===== src/hw/key_panel_regs.vh =====
`ifndef KEY_PANEL_REGS_VH
`define KEY_PANEL_REGS_VH

// Register offsets (byte addresses, one 32-bit register every 4 bytes)
`define CTRL_OFFSET 8'h00
`define STATUS_OFFSET 8'h04
`define MODE_OFFSET 8'h08
`define BUS_OFFSET 8'h0c

// Control register fields
`define CTRL_LOCK_BIT 0
`define CTRL_HAND_BIT 1
`define CTRL_INV_BIT 2
`define CTRL_PILOT_BIT 3

// Reset values
`define CTRL_RESET 4'h0
`define MODE_RESET 3'h2
`define BUS_RESET 3'h0

// Status indicator display modes
`define MODE_VALVE 3'h0
`define MODE_VALVE_ERR 3'h1
`define MODE_VALVE_WARN 3'h2
`define MODE_NAMUR 3'h3
`define MODE_FIXED 3'h4
`define MODE_OFF 3'h5

// Bus state codes
`define BUS_NO_POWER 3'h0
`define BUS_OK 3'h1
`define BUS_WATCHDOG 3'h2
`define BUS_ADDR_ZERO 3'h3
`define BUS_OVERLOAD 3'h4
`define BUS_PERIPH_ERR 3'h5

// Timing, in milliseconds and hertz
`define CLK_HZ 50000000
`define T_2S_MS 2000
`define T_5S_MS 5000
`define T_10S_MS 10000
`define T_30S_MS 30000
`define DEBOUNCE_MS 20
`define SLOW_HZ 5
`define FAST_HZ 10

`endif


===== src/hw/key_panel.v =====
// Added by the designer: the strobed register port and the placing of the registers.
`timescale 1ns/1ns
`include "key_panel_regs.vh"
// Behaviour
// - Key one alone released within 5 to 10 s starts automatic teach.
// - Key one alone released after over 10 s starts manual teach.
// - Brief key two press toggles pilot valve, only in hand state.
// - Key two alone released within 10 to 30 s toggles inversion.
// - Both keys released within 2 to 10 s toggle hand and auto.
// - Both keys released after over 10 s, up to 30 s, request a restart.
// - Both keys released after over 30 s request factory reset.
// - Pilot indicator lit steadily while the pilot valve is on, unless flashing.
// - Manual indicator lit in hand state unless key flashing overrides.
// - Both keys held: manual flashes 5 Hz to 2 s, 10 Hz to 10 s.
// - Inversion indicator lit while inversion active, unless flashing.
// - Key two held: inversion flashes 5 Hz to 10 s, then 10 Hz.
// - Key one held: manual and inversion flash 5, 10, then 5 Hz.
// - Both past 10 s: three indicators 5 Hz to 30 s, then 10 Hz.
// - Each hold window boundary changes the flash rate shown, except key two at 30 s.
// - Key presses begun while the local control lock is set are ignored.
// - Hand state flashes status orange unless mode is off; auto state shows the selected mode.
// - Bus pair: off/off no power, on/on watchdog, on/off normal.
// - Bus pair: flash/on addr zero, on/flash overload, both flash error.
// - Status indicator has six display modes, valve plus warnings default.
module key_panel #(
  parameter CLK_HZ = `CLK_HZ,
  parameter MS_CYCLES = CLK_HZ / 1000,
  parameter DEBOUNCE_MS = `DEBOUNCE_MS
) (
  input wire sys_clk,
  input wire reset,
  input wire key_one,
  input wire key_two,
  input wire [7:0] addr,
  input wire [31:0] wdata,
  input wire wr_en,
  input wire rd_en,
  output reg [31:0] rdata,
  input wire valve_open,
  input wire valve_closed,
  input wire device_error,
  input wire function_check,
  input wire out_of_spec,
  input wire maint_required,
  output reg auto_teach_start,
  output reg manual_teach_start,
  output reg restart_req,
  output reg factory_reset_req,
  output wire pilot_valve,
  output reg pilot_indicator,
  output reg manual_indicator,
  output reg direction_inversion_indicator,
  output reg [2:0] status_rgb,
  output reg bus_power_indicator,
  output reg bus_fault_indicator
);
  localparam SLOW_HALF = CLK_HZ / (2 * `SLOW_HZ);
  localparam FAST_HALF = CLK_HZ / (2 * `FAST_HZ);
  // One-hot hold states
  localparam ST_IDLE = 4'b0001;
  localparam ST_ONE = 4'b0010;
  localparam ST_TWO = 4'b0100;
  localparam ST_BOTH = 4'b1000;
  // RGB colours for the status indicator
  localparam RGB_OFF = 3'h0;
  localparam RGB_RED = 3'h4;
  localparam RGB_GREEN = 3'h2;
  localparam RGB_BLUE = 3'h1;
  localparam RGB_YELLOW = 3'h6;
  localparam RGB_ORANGE = 3'h5;
  localparam RGB_WHITE = 3'h7;

  reg k1_meta_reg, k1_sync_reg, k2_meta_reg, k2_sync_reg;
  reg k1_deb_reg, k2_deb_reg;
  reg [15:0] deb1_cnt_reg, deb2_cnt_reg;
  reg [15:0] ms_cnt_reg;
  reg ms_tick;
  reg [15:0] hold_ms_reg;
  reg [3:0] state_reg;
  reg [3:0] ctrl_reg;
  reg [2:0] mode_reg;
  reg [2:0] bus_reg;
  reg [23:0] slow_cnt_reg, fast_cnt_reg;
  reg slow_reg, fast_reg;
  wire lock = ctrl_reg[`CTRL_LOCK_BIT];
  wire hand_operating_state = ctrl_reg[`CTRL_HAND_BIT];
  wire inversion = ctrl_reg[`CTRL_INV_BIT];
  assign pilot_valve = ctrl_reg[`CTRL_PILOT_BIT];

  // Two-stage synchronisers; the first stage feeds only the second
  always @(posedge sys_clk or posedge reset) begin
    if (reset) begin
      k1_meta_reg <= 1'b0;
      k1_sync_reg <= 1'b0;
      k2_meta_reg <= 1'b0;
      k2_sync_reg <= 1'b0;
    end else begin
      k1_meta_reg <= key_one;
      k1_sync_reg <= k1_meta_reg;
      k2_meta_reg <= key_two;
      k2_sync_reg <= k2_meta_reg;
    end
  end

  // Millisecond tick, shared by debounce and hold timing
  always @(posedge sys_clk or posedge reset) begin
    if (reset) begin
      ms_cnt_reg <= 16'h0000;
      ms_tick <= 1'b0;
    end else if (ms_cnt_reg == MS_CYCLES[15:0] - 16'h0001) begin
      ms_cnt_reg <= 16'h0000;
      ms_tick <= 1'b1;
    end else begin
      ms_cnt_reg <= ms_cnt_reg + 16'h0001;
      ms_tick <= 1'b0;
    end
  end

  // Debounce: a level must differ for DEBOUNCE_MS ticks to be accepted
  always @(posedge sys_clk or posedge reset) begin
    if (reset) begin
      deb1_cnt_reg <= 16'h0000;
      deb2_cnt_reg <= 16'h0000;
      k1_deb_reg <= 1'b0;
      k2_deb_reg <= 1'b0;
    end else begin
      if (k1_sync_reg == k1_deb_reg) begin
        deb1_cnt_reg <= 16'h0000;
      end else if (ms_tick) begin
        if (deb1_cnt_reg == DEBOUNCE_MS[15:0] - 16'h0001) begin
          k1_deb_reg <= k1_sync_reg;
          deb1_cnt_reg <= 16'h0000;
        end else begin
          deb1_cnt_reg <= deb1_cnt_reg + 16'h0001;
        end
      end
      if (k2_sync_reg == k2_deb_reg) begin
        deb2_cnt_reg <= 16'h0000;
      end else if (ms_tick) begin
        if (deb2_cnt_reg == DEBOUNCE_MS[15:0] - 16'h0001) begin
          k2_deb_reg <= k2_sync_reg;
          deb2_cnt_reg <= 16'h0000;
        end else begin
          deb2_cnt_reg <= deb2_cnt_reg + 16'h0001;
        end
      end
    end
  end

  // Flash rate enables; square waves at 5 Hz and 10 Hz
  always @(posedge sys_clk or posedge reset) begin
    if (reset) begin
      slow_cnt_reg <= 24'h000000;
      fast_cnt_reg <= 24'h000000;
      slow_reg <= 1'b0;
      fast_reg <= 1'b0;
    end else begin
      if (slow_cnt_reg == SLOW_HALF[23:0] - 24'h000001) begin
        slow_cnt_reg <= 24'h000000;
        slow_reg <= ~slow_reg;
      end else begin
        slow_cnt_reg <= slow_cnt_reg + 24'h000001;
      end
      if (fast_cnt_reg == FAST_HALF[23:0] - 24'h000001) begin
        fast_cnt_reg <= 24'h000000;
        fast_reg <= ~fast_reg;
      end else begin
        fast_cnt_reg <= fast_cnt_reg + 24'h000001;
      end
    end
  end

  wire any_key = k1_deb_reg | k2_deb_reg;
  wire [3:0] combo = (k1_deb_reg & k2_deb_reg) ? ST_BOTH :
                     k1_deb_reg ? ST_ONE : k2_deb_reg ? ST_TWO : ST_IDLE;
  // Hold windows; the ge compares include the boundary, the gt compares exclude it
  wire ge2 = hold_ms_reg >= `T_2S_MS;
  wire ge5 = hold_ms_reg >= `T_5S_MS;
  wire ge10 = hold_ms_reg >= `T_10S_MS;
  wire gt10 = hold_ms_reg > `T_10S_MS;
  wire ge30 = hold_ms_reg >= `T_30S_MS;
  wire gt30 = hold_ms_reg > `T_30S_MS;
  // Releasing the last key ends the combination
  wire release_evt = (state_reg != ST_IDLE) && !any_key;

  // Hold timer and combination tracker. Once both keys were seen the
  // combination stays "both" until all keys are up, so releasing the
  // two keys a few ms apart does not fall back to a single-key action.
  always @(posedge sys_clk or posedge reset) begin
    if (reset) begin
      state_reg <= ST_IDLE;
      hold_ms_reg <= 16'h0000;
    end else begin
      case (state_reg)
        ST_IDLE: begin
          hold_ms_reg <= 16'h0000;
          if (any_key && !lock) begin
            state_reg <= combo;
          end
        end
        ST_ONE, ST_TWO: begin
          if (!any_key) begin
            state_reg <= ST_IDLE;
          end else if (combo == ST_BOTH) begin
            state_reg <= ST_BOTH;
            hold_ms_reg <= 16'h0000;
          end else if (ms_tick && hold_ms_reg != 16'hffff) begin
            hold_ms_reg <= hold_ms_reg + 16'h0001;
          end
        end
        ST_BOTH: begin
          if (!any_key) begin
            state_reg <= ST_IDLE;
          end else if (ms_tick && hold_ms_reg != 16'hffff) begin
            hold_ms_reg <= hold_ms_reg + 16'h0001;
          end
        end
        default: begin
          state_reg <= ST_IDLE;
        end
      endcase
    end
  end

  // Action decode on release; pulses last one cycle
  wire act_auto = release_evt && state_reg == ST_ONE && ge5 && !gt10;
  wire act_manual = release_evt && state_reg == ST_ONE && gt10;
  wire act_pilot = release_evt && state_reg == ST_TWO && !ge10 &&
                   hand_operating_state;
  wire act_inv = release_evt && state_reg == ST_TWO && ge10 && !gt30;
  wire act_hand = release_evt && state_reg == ST_BOTH && ge2 && !gt10;
  wire act_restart = release_evt && state_reg == ST_BOTH && gt10 && !gt30;
  wire act_factory = release_evt && state_reg == ST_BOTH && gt30;

  always @(posedge sys_clk or posedge reset) begin
    if (reset) begin
      auto_teach_start <= 1'b0;
      manual_teach_start <= 1'b0;
      restart_req <= 1'b0;
      factory_reset_req <= 1'b0;
    end else begin
      auto_teach_start <= act_auto;
      manual_teach_start <= act_manual;
      restart_req <= act_restart;
      factory_reset_req <= act_factory;
    end
  end

  // Register file; a key action in the same cycle as a software write toggles the written bit
  always @(posedge sys_clk or posedge reset) begin
    if (reset) begin
      ctrl_reg <= `CTRL_RESET;
      mode_reg <= `MODE_RESET;
      bus_reg <= `BUS_RESET;
    end else begin
      if (wr_en && addr == `CTRL_OFFSET) begin
        ctrl_reg <= wdata[3:0];
      end else begin
        if (act_pilot) begin
          ctrl_reg[`CTRL_PILOT_BIT] <= ~pilot_valve;
        end
        if (act_inv) begin
          ctrl_reg[`CTRL_INV_BIT] <= ~inversion;
        end
        if (act_hand) begin
          ctrl_reg[`CTRL_HAND_BIT] <= ~hand_operating_state;
        end
      end
      if (wr_en && addr == `CTRL_OFFSET && (act_pilot | act_inv | act_hand))
      begin
        ctrl_reg <= wdata[3:0] ^ {act_pilot, act_inv, act_hand, 1'b0};
      end
      // New mode is stored at once and drives the status indicator from the next cycle
      if (wr_en && addr == `MODE_OFFSET && wdata[2:0] <= `MODE_OFF) begin
        mode_reg <= wdata[2:0];
      end
      if (wr_en && addr == `BUS_OFFSET && wdata[2:0] <= `BUS_PERIPH_ERR) begin
        bus_reg <= wdata[2:0];
      end
    end
  end

  // Read data in the cycle after the strobe; unmapped reads zero
  always @(posedge sys_clk or posedge reset) begin
    if (reset) begin
      rdata <= 32'h00000000;
    end else if (rd_en) begin
      case (addr)
        `CTRL_OFFSET: rdata <= {28'h0000000, ctrl_reg};
        `STATUS_OFFSET: rdata <= {12'h000, hold_ms_reg, state_reg};
        `MODE_OFFSET: rdata <= {29'h00000000, mode_reg};
        `BUS_OFFSET: rdata <= {29'h00000000, bus_reg};
        default: rdata <= 32'h00000000;
      endcase
    end else begin
      rdata <= 32'h00000000;
    end
  end

  // Small indicators; the flash pattern encodes the current window
  always @(posedge sys_clk or posedge reset) begin
    if (reset) begin
      pilot_indicator <= 1'b0;
      manual_indicator <= 1'b0;
      direction_inversion_indicator <= 1'b0;
    end else begin
      pilot_indicator <= pilot_valve;
      manual_indicator <= hand_operating_state;
      direction_inversion_indicator <= inversion;
      case (state_reg)
        ST_ONE: begin
          manual_indicator <= (ge5 && !gt10) ? fast_reg : slow_reg;
          direction_inversion_indicator <= (ge5 && !gt10) ? fast_reg :
                                           slow_reg;
        end
        ST_TWO: begin
          direction_inversion_indicator <= ge10 ? fast_reg : slow_reg;
        end
        ST_BOTH: begin
          if (gt10) begin
            pilot_indicator <= gt30 ? fast_reg : slow_reg;
            manual_indicator <= gt30 ? fast_reg : slow_reg;
            direction_inversion_indicator <= gt30 ? fast_reg : slow_reg;
          end else begin
            manual_indicator <= ge2 ? fast_reg : slow_reg;
          end
        end
        default: begin
        end
      endcase
    end
  end

  // Status indicator; in the valve-error and valve-warning modes errors alternate with the valve colour at 5 Hz
  reg [2:0] valve_rgb;
  reg [2:0] status_colour;
  always @* begin
    valve_rgb = valve_open ? RGB_YELLOW : valve_closed ? RGB_GREEN : RGB_OFF;
    status_colour = device_error ? RGB_RED : function_check ? RGB_ORANGE :
                    out_of_spec ? RGB_YELLOW :
                    maint_required ? RGB_BLUE : RGB_GREEN;
  end

  always @(posedge sys_clk or posedge reset) begin
    if (reset) begin
      status_rgb <= RGB_OFF;
    end else begin
      case (mode_reg)
        `MODE_VALVE: status_rgb <= valve_rgb;
        `MODE_VALVE_ERR: status_rgb <= (device_error && slow_reg) ? RGB_RED :
                                      valve_rgb;
        `MODE_VALVE_WARN: status_rgb <= (status_colour != RGB_GREEN &&
                                        slow_reg) ? status_colour : valve_rgb;
        `MODE_NAMUR: status_rgb <= status_colour;
        `MODE_FIXED: status_rgb <= RGB_WHITE;
        default: status_rgb <= RGB_OFF;
      endcase
      // Hand state overrides the display with orange flashing, except in MODE_OFF
      if (hand_operating_state && mode_reg != `MODE_OFF) begin
        status_rgb <= slow_reg ? RGB_ORANGE : RGB_OFF;
      end
    end
  end

  // Bus power and fault pair
  always @(posedge sys_clk or posedge reset) begin
    if (reset) begin
      bus_power_indicator <= 1'b0;
      bus_fault_indicator <= 1'b0;
    end else begin
      case (bus_reg)
        `BUS_OK: begin
          bus_power_indicator <= 1'b1;
          bus_fault_indicator <= 1'b0;
        end
        `BUS_WATCHDOG: begin
          bus_power_indicator <= 1'b1;
          bus_fault_indicator <= 1'b1;
        end
        `BUS_ADDR_ZERO: begin
          bus_power_indicator <= slow_reg;
          bus_fault_indicator <= 1'b1;
        end
        `BUS_OVERLOAD: begin
          bus_power_indicator <= 1'b1;
          bus_fault_indicator <= slow_reg;
        end
        `BUS_PERIPH_ERR: begin
          bus_power_indicator <= slow_reg;
          bus_fault_indicator <= slow_reg;
        end
        default: begin
          bus_power_indicator <= 1'b0;
          bus_fault_indicator <= 1'b0;
        end
      endcase
    end
  end
endmodule


===== config.mk =====
export PLATFORM = sky130hd
export DESIGN_NAME = key_panel
export DESIGN_NICKNAME = d
export VERILOG_FILES = /design/src/hw/key_panel.v
export VERILOG_INCLUDE_DIRS = /design/src /design/src/hw
export SDC_FILE = /design/constraint.sdc
export NUM_CORES = 1
export LEC_CHECK = 0
export CAP_MARGIN = 20
export CORE_MARGIN = 4
export CORE_UTILIZATION = 54
export DETAILED_ROUTE_END_ITERATION = 8
export DONT_BUFFER_PORTS = 1
export GPL_ROUTABILITY_DRIVEN = 0
export PLACE_DENSITY_LB_ADDON = 0.08
export SKIP_LAST_GASP = 1
export SLEW_MARGIN = 20
export SYNTH_ARGS = -nofsm -noshare
export SYNTH_HDL_FRONTEND = slang
export SYNTH_SLANG_ARGS = --single-unit

===== constraint.sdc =====
create_clock -name sys_clk -period 8.2 [get_ports sys_clk]
set_input_delay 1.64 -clock sys_clk [delete_from_list [all_inputs] [get_ports sys_clk]]
set_output_delay 1.64 -clock sys_clk [all_outputs]
set_load 0.03 [all_outputs]

==> metrics.yaml <==
powerDensity_nw_per_um2: 194
htreeDepth: 4
critPathCaptureType: "flip-flop"
endpoint: "rdata[9]"
ant_nets: 0
clkTransAtPathRegs_ns: 0.06
path_class: "in2reg"
power_frac_comb: 0.022
maxSlewHeadroom: 0.333
peakVddDrop_mv: 0.169
synthSimpleGateAreaFrac: 0.250
fmax_mhz: 300
clock-sinks: 167
die_w_um: 132
p_int_uw: 1390
start_util: 0.551
antenna_cells: 0
yosys.cell_types.count: 64
p_switching_uw: 366
cts_tree: "built"
seqCellArea_um2: 4180
core_area_um2: 15200
drive_above_1_share: 0.0593
synth_top_area_frac: 0.493
wl_per_cell_um: 15.9
fin_nets: 911
first_global_vias: 5867
setup_tns_ns: 0
grt_pass1_wl_mm: 28.8
final_area_um2: 9040
fin_worst_skew_ns: 0.00939
cts_buffers: 17
synth_ff_type: "dfrtp_1"
synthToLayoutAreaGrowth_pct: 8.01
cp.arrival_ns: 3.70
drt_first_iter_violations: 407
dp_hpwl_mm: 11.4
worstPathMaxFanout: 16
rr_worst_depth: 7
clockRootBuffer: "clkbuf_16"
setup_viol: 0
hold_path_startpoint: "k1_meta_reg"
multi_input_area_um2: 3870
rrSetupSlack_ns: 5.57
startpoint_type: "input port"
avgSynthCellArea_um2: 9.68
tightest_slew_ns: 0.997
synth_area_leaders: "dfrtp_1 (49%), xor2_1 (4.9%), nor2_1 (4.7%)"
syn_inst: 865
fin_crit_sh: 0.407
cts.repair.resized: 0
clock_path_buffers: 2
grt_setup_unrepaired: "false"
ys_ff_latch: 167
synth-adder-area-share: 0.0179
synth_compound_area_frac: 0.0780
rows: 45
grt_antenna_before_repair: 0
p_clk_frac: 0.498
vias: 6102
grt_usage: 0.198
gr-total-overflow: 0
synth.cell_area_um2: 8370
hp-class: "reg2reg"
drt-pass1-iter-count: 5
leakage_uw: 0.00394
rr_endpoint: "hold_ms_reg[11]"
hold_violations: 0
yosys_warnings: 0
cap_violations: 0
slew_viol_final: 0
grt_max_degree: 85
synth_top_family_by_area: "simple AND/OR/NAND/NOR gates"
fillerInstances: 1288
synth_edf_count: 0
die_area_um2: 17600
ioPinCount: 97
finalWirelength_mm: 16.7
status: "finished, final reports clean"
synth-xor-area-share: 0.0900
synth_top_area_cell: "dfrtp_1"
portBuffers: 0
drc: 0
r2r-start: "k2_deb_reg"
synth_mux_area_frac: 0.0205
die_h_um: 132
ys_seq_area_frac: 0.500
via_per_inst: 5.82
required_ns: 8.56
dpl-instance-area_um2: 8390
cts_setup_buffers: 0
clk_latency_ns: 0.43
critPathLaunch: "addr[5]"
synthArstFlopShare: 1.00
p_seq_frac: 0.480
fin_crit_ns: 3.34
cts-hold-fix-buffers: 0
p_sw_frac: 0.209
[area by class of cell]
class / count / share of cell area
flip-flops and latches: 167 / 0.463
well taps: 188 / 0.0260
clock inverters: 12 / 0.0219
multi-input cells: 636 / 0.428
repair buffers: 2 / 0.00208
clock buffers: 20 / 0.0494
inverters: 23 / 0.0101
[metrics by stage]
| step | setup slack (ns) | utilization | std cells | total power, uW | hold slack [ns] |
|---|---|---|---|---|---|
| after floorplan | 2.04 | - | 876 | 892 | 0.331 |
| after global placement | 4.40 | 0.552 | 1016 | 893 | 0.335 |
| after detailed placement | 4.40 | 0.552 | 1016 | 895 | 0.336 |
| after CTS | 4.82 | 0.594 | 1048 | 1770 | 0.349 |
| after global routing | 4.65 | 0.595 | 1048 | 1820 | 0.359 |
| final | 4.86 | 0.595 | 1048 | 1750 | 0.348 |
[power groups by stage]
stage,registers (uW),logic (uW),clock network (uW)
finish,840,38.1,873
global route,840,44.3,936
CTS,840,39.5,890
detailed placement,855,39.4,0
global placement,855,38.3,0
floorplan,852,39.3,0
[layer usage]
metal / wire, um / GRT usage / vias up / part of all wire
li1: - / - / 2947 / -
met1: 7880 / 0.278 / 2972 / 0.47
met2: 7590 / 0.301 / 154 / 0.46
met3: 852 / 0.0540 / 29 / 0.051
met4: 329 / 0.0664 / 0 / 0.020
met5: 0 / 0 / - / 0
[kinds of logic after synthesis]
group,count (synthesis)
AOI/OAI and AO/OA,106
xor gates and xnor gates,86
adders and majority gates,12
buffers and inverters,73
DFF,167
muxes,16
other,1
and+or+nand+nor,404
[worst max-delay path, cell delays in order]
cell and delay [ns]:
or4_1 0.52, nor3_2 0.29, nand2_1 0.20, nor3b_2 0.78
and2_2 0.26
[worst min path at each step]
stage	endpoint	cells past startpoint
2_1_floorplan	k1_sync_reg	0
3_3_place_gp	k2_sync_reg	0
3_5_place_dp	k1_sync_reg	0
4_1_cts	k1_sync_reg	0
5_1_grt	k2_sync_reg	0
6_report	k1_sync_reg	0
[Yosys cell counts, types with 17 or more instances]
master and instances:
and2_1 19, and3_1 23, clkbuf_1 26, dfrtp_1 165
inv_1 23, nand2_1 78, nand3_1 59, nand4_1 23
nor2_1 105, nor3_1 17, o21ai_0 57, xnor2_1 39
xor2_1 47
[placed cells by master, fill, tap and decap left out, types with 4 or more instances in the layout]
cell,count
dfrtp_1,165
nor2_1,104
nand2_1,78
nand3_1,59
o21ai_0,57
xor2_1,47
xnor2_1,39
nand4_1,23
and3_1,23
inv_1,22
and2_1,19
nor3_1,17
clkbuf_16,17
nor4_1,16
ha_1,12
conb_1,12
a21oi_1,10
nor2b_1,10
nand2b_1,10
mux2i_1,10
nor4b_1,9
and4_1,8
o31ai_1,6
nor3b_1,5
bufinv_16,5
o41ai_1,4
or3_1,4
mux2_2,4
(Power assumes the default switching activity.)
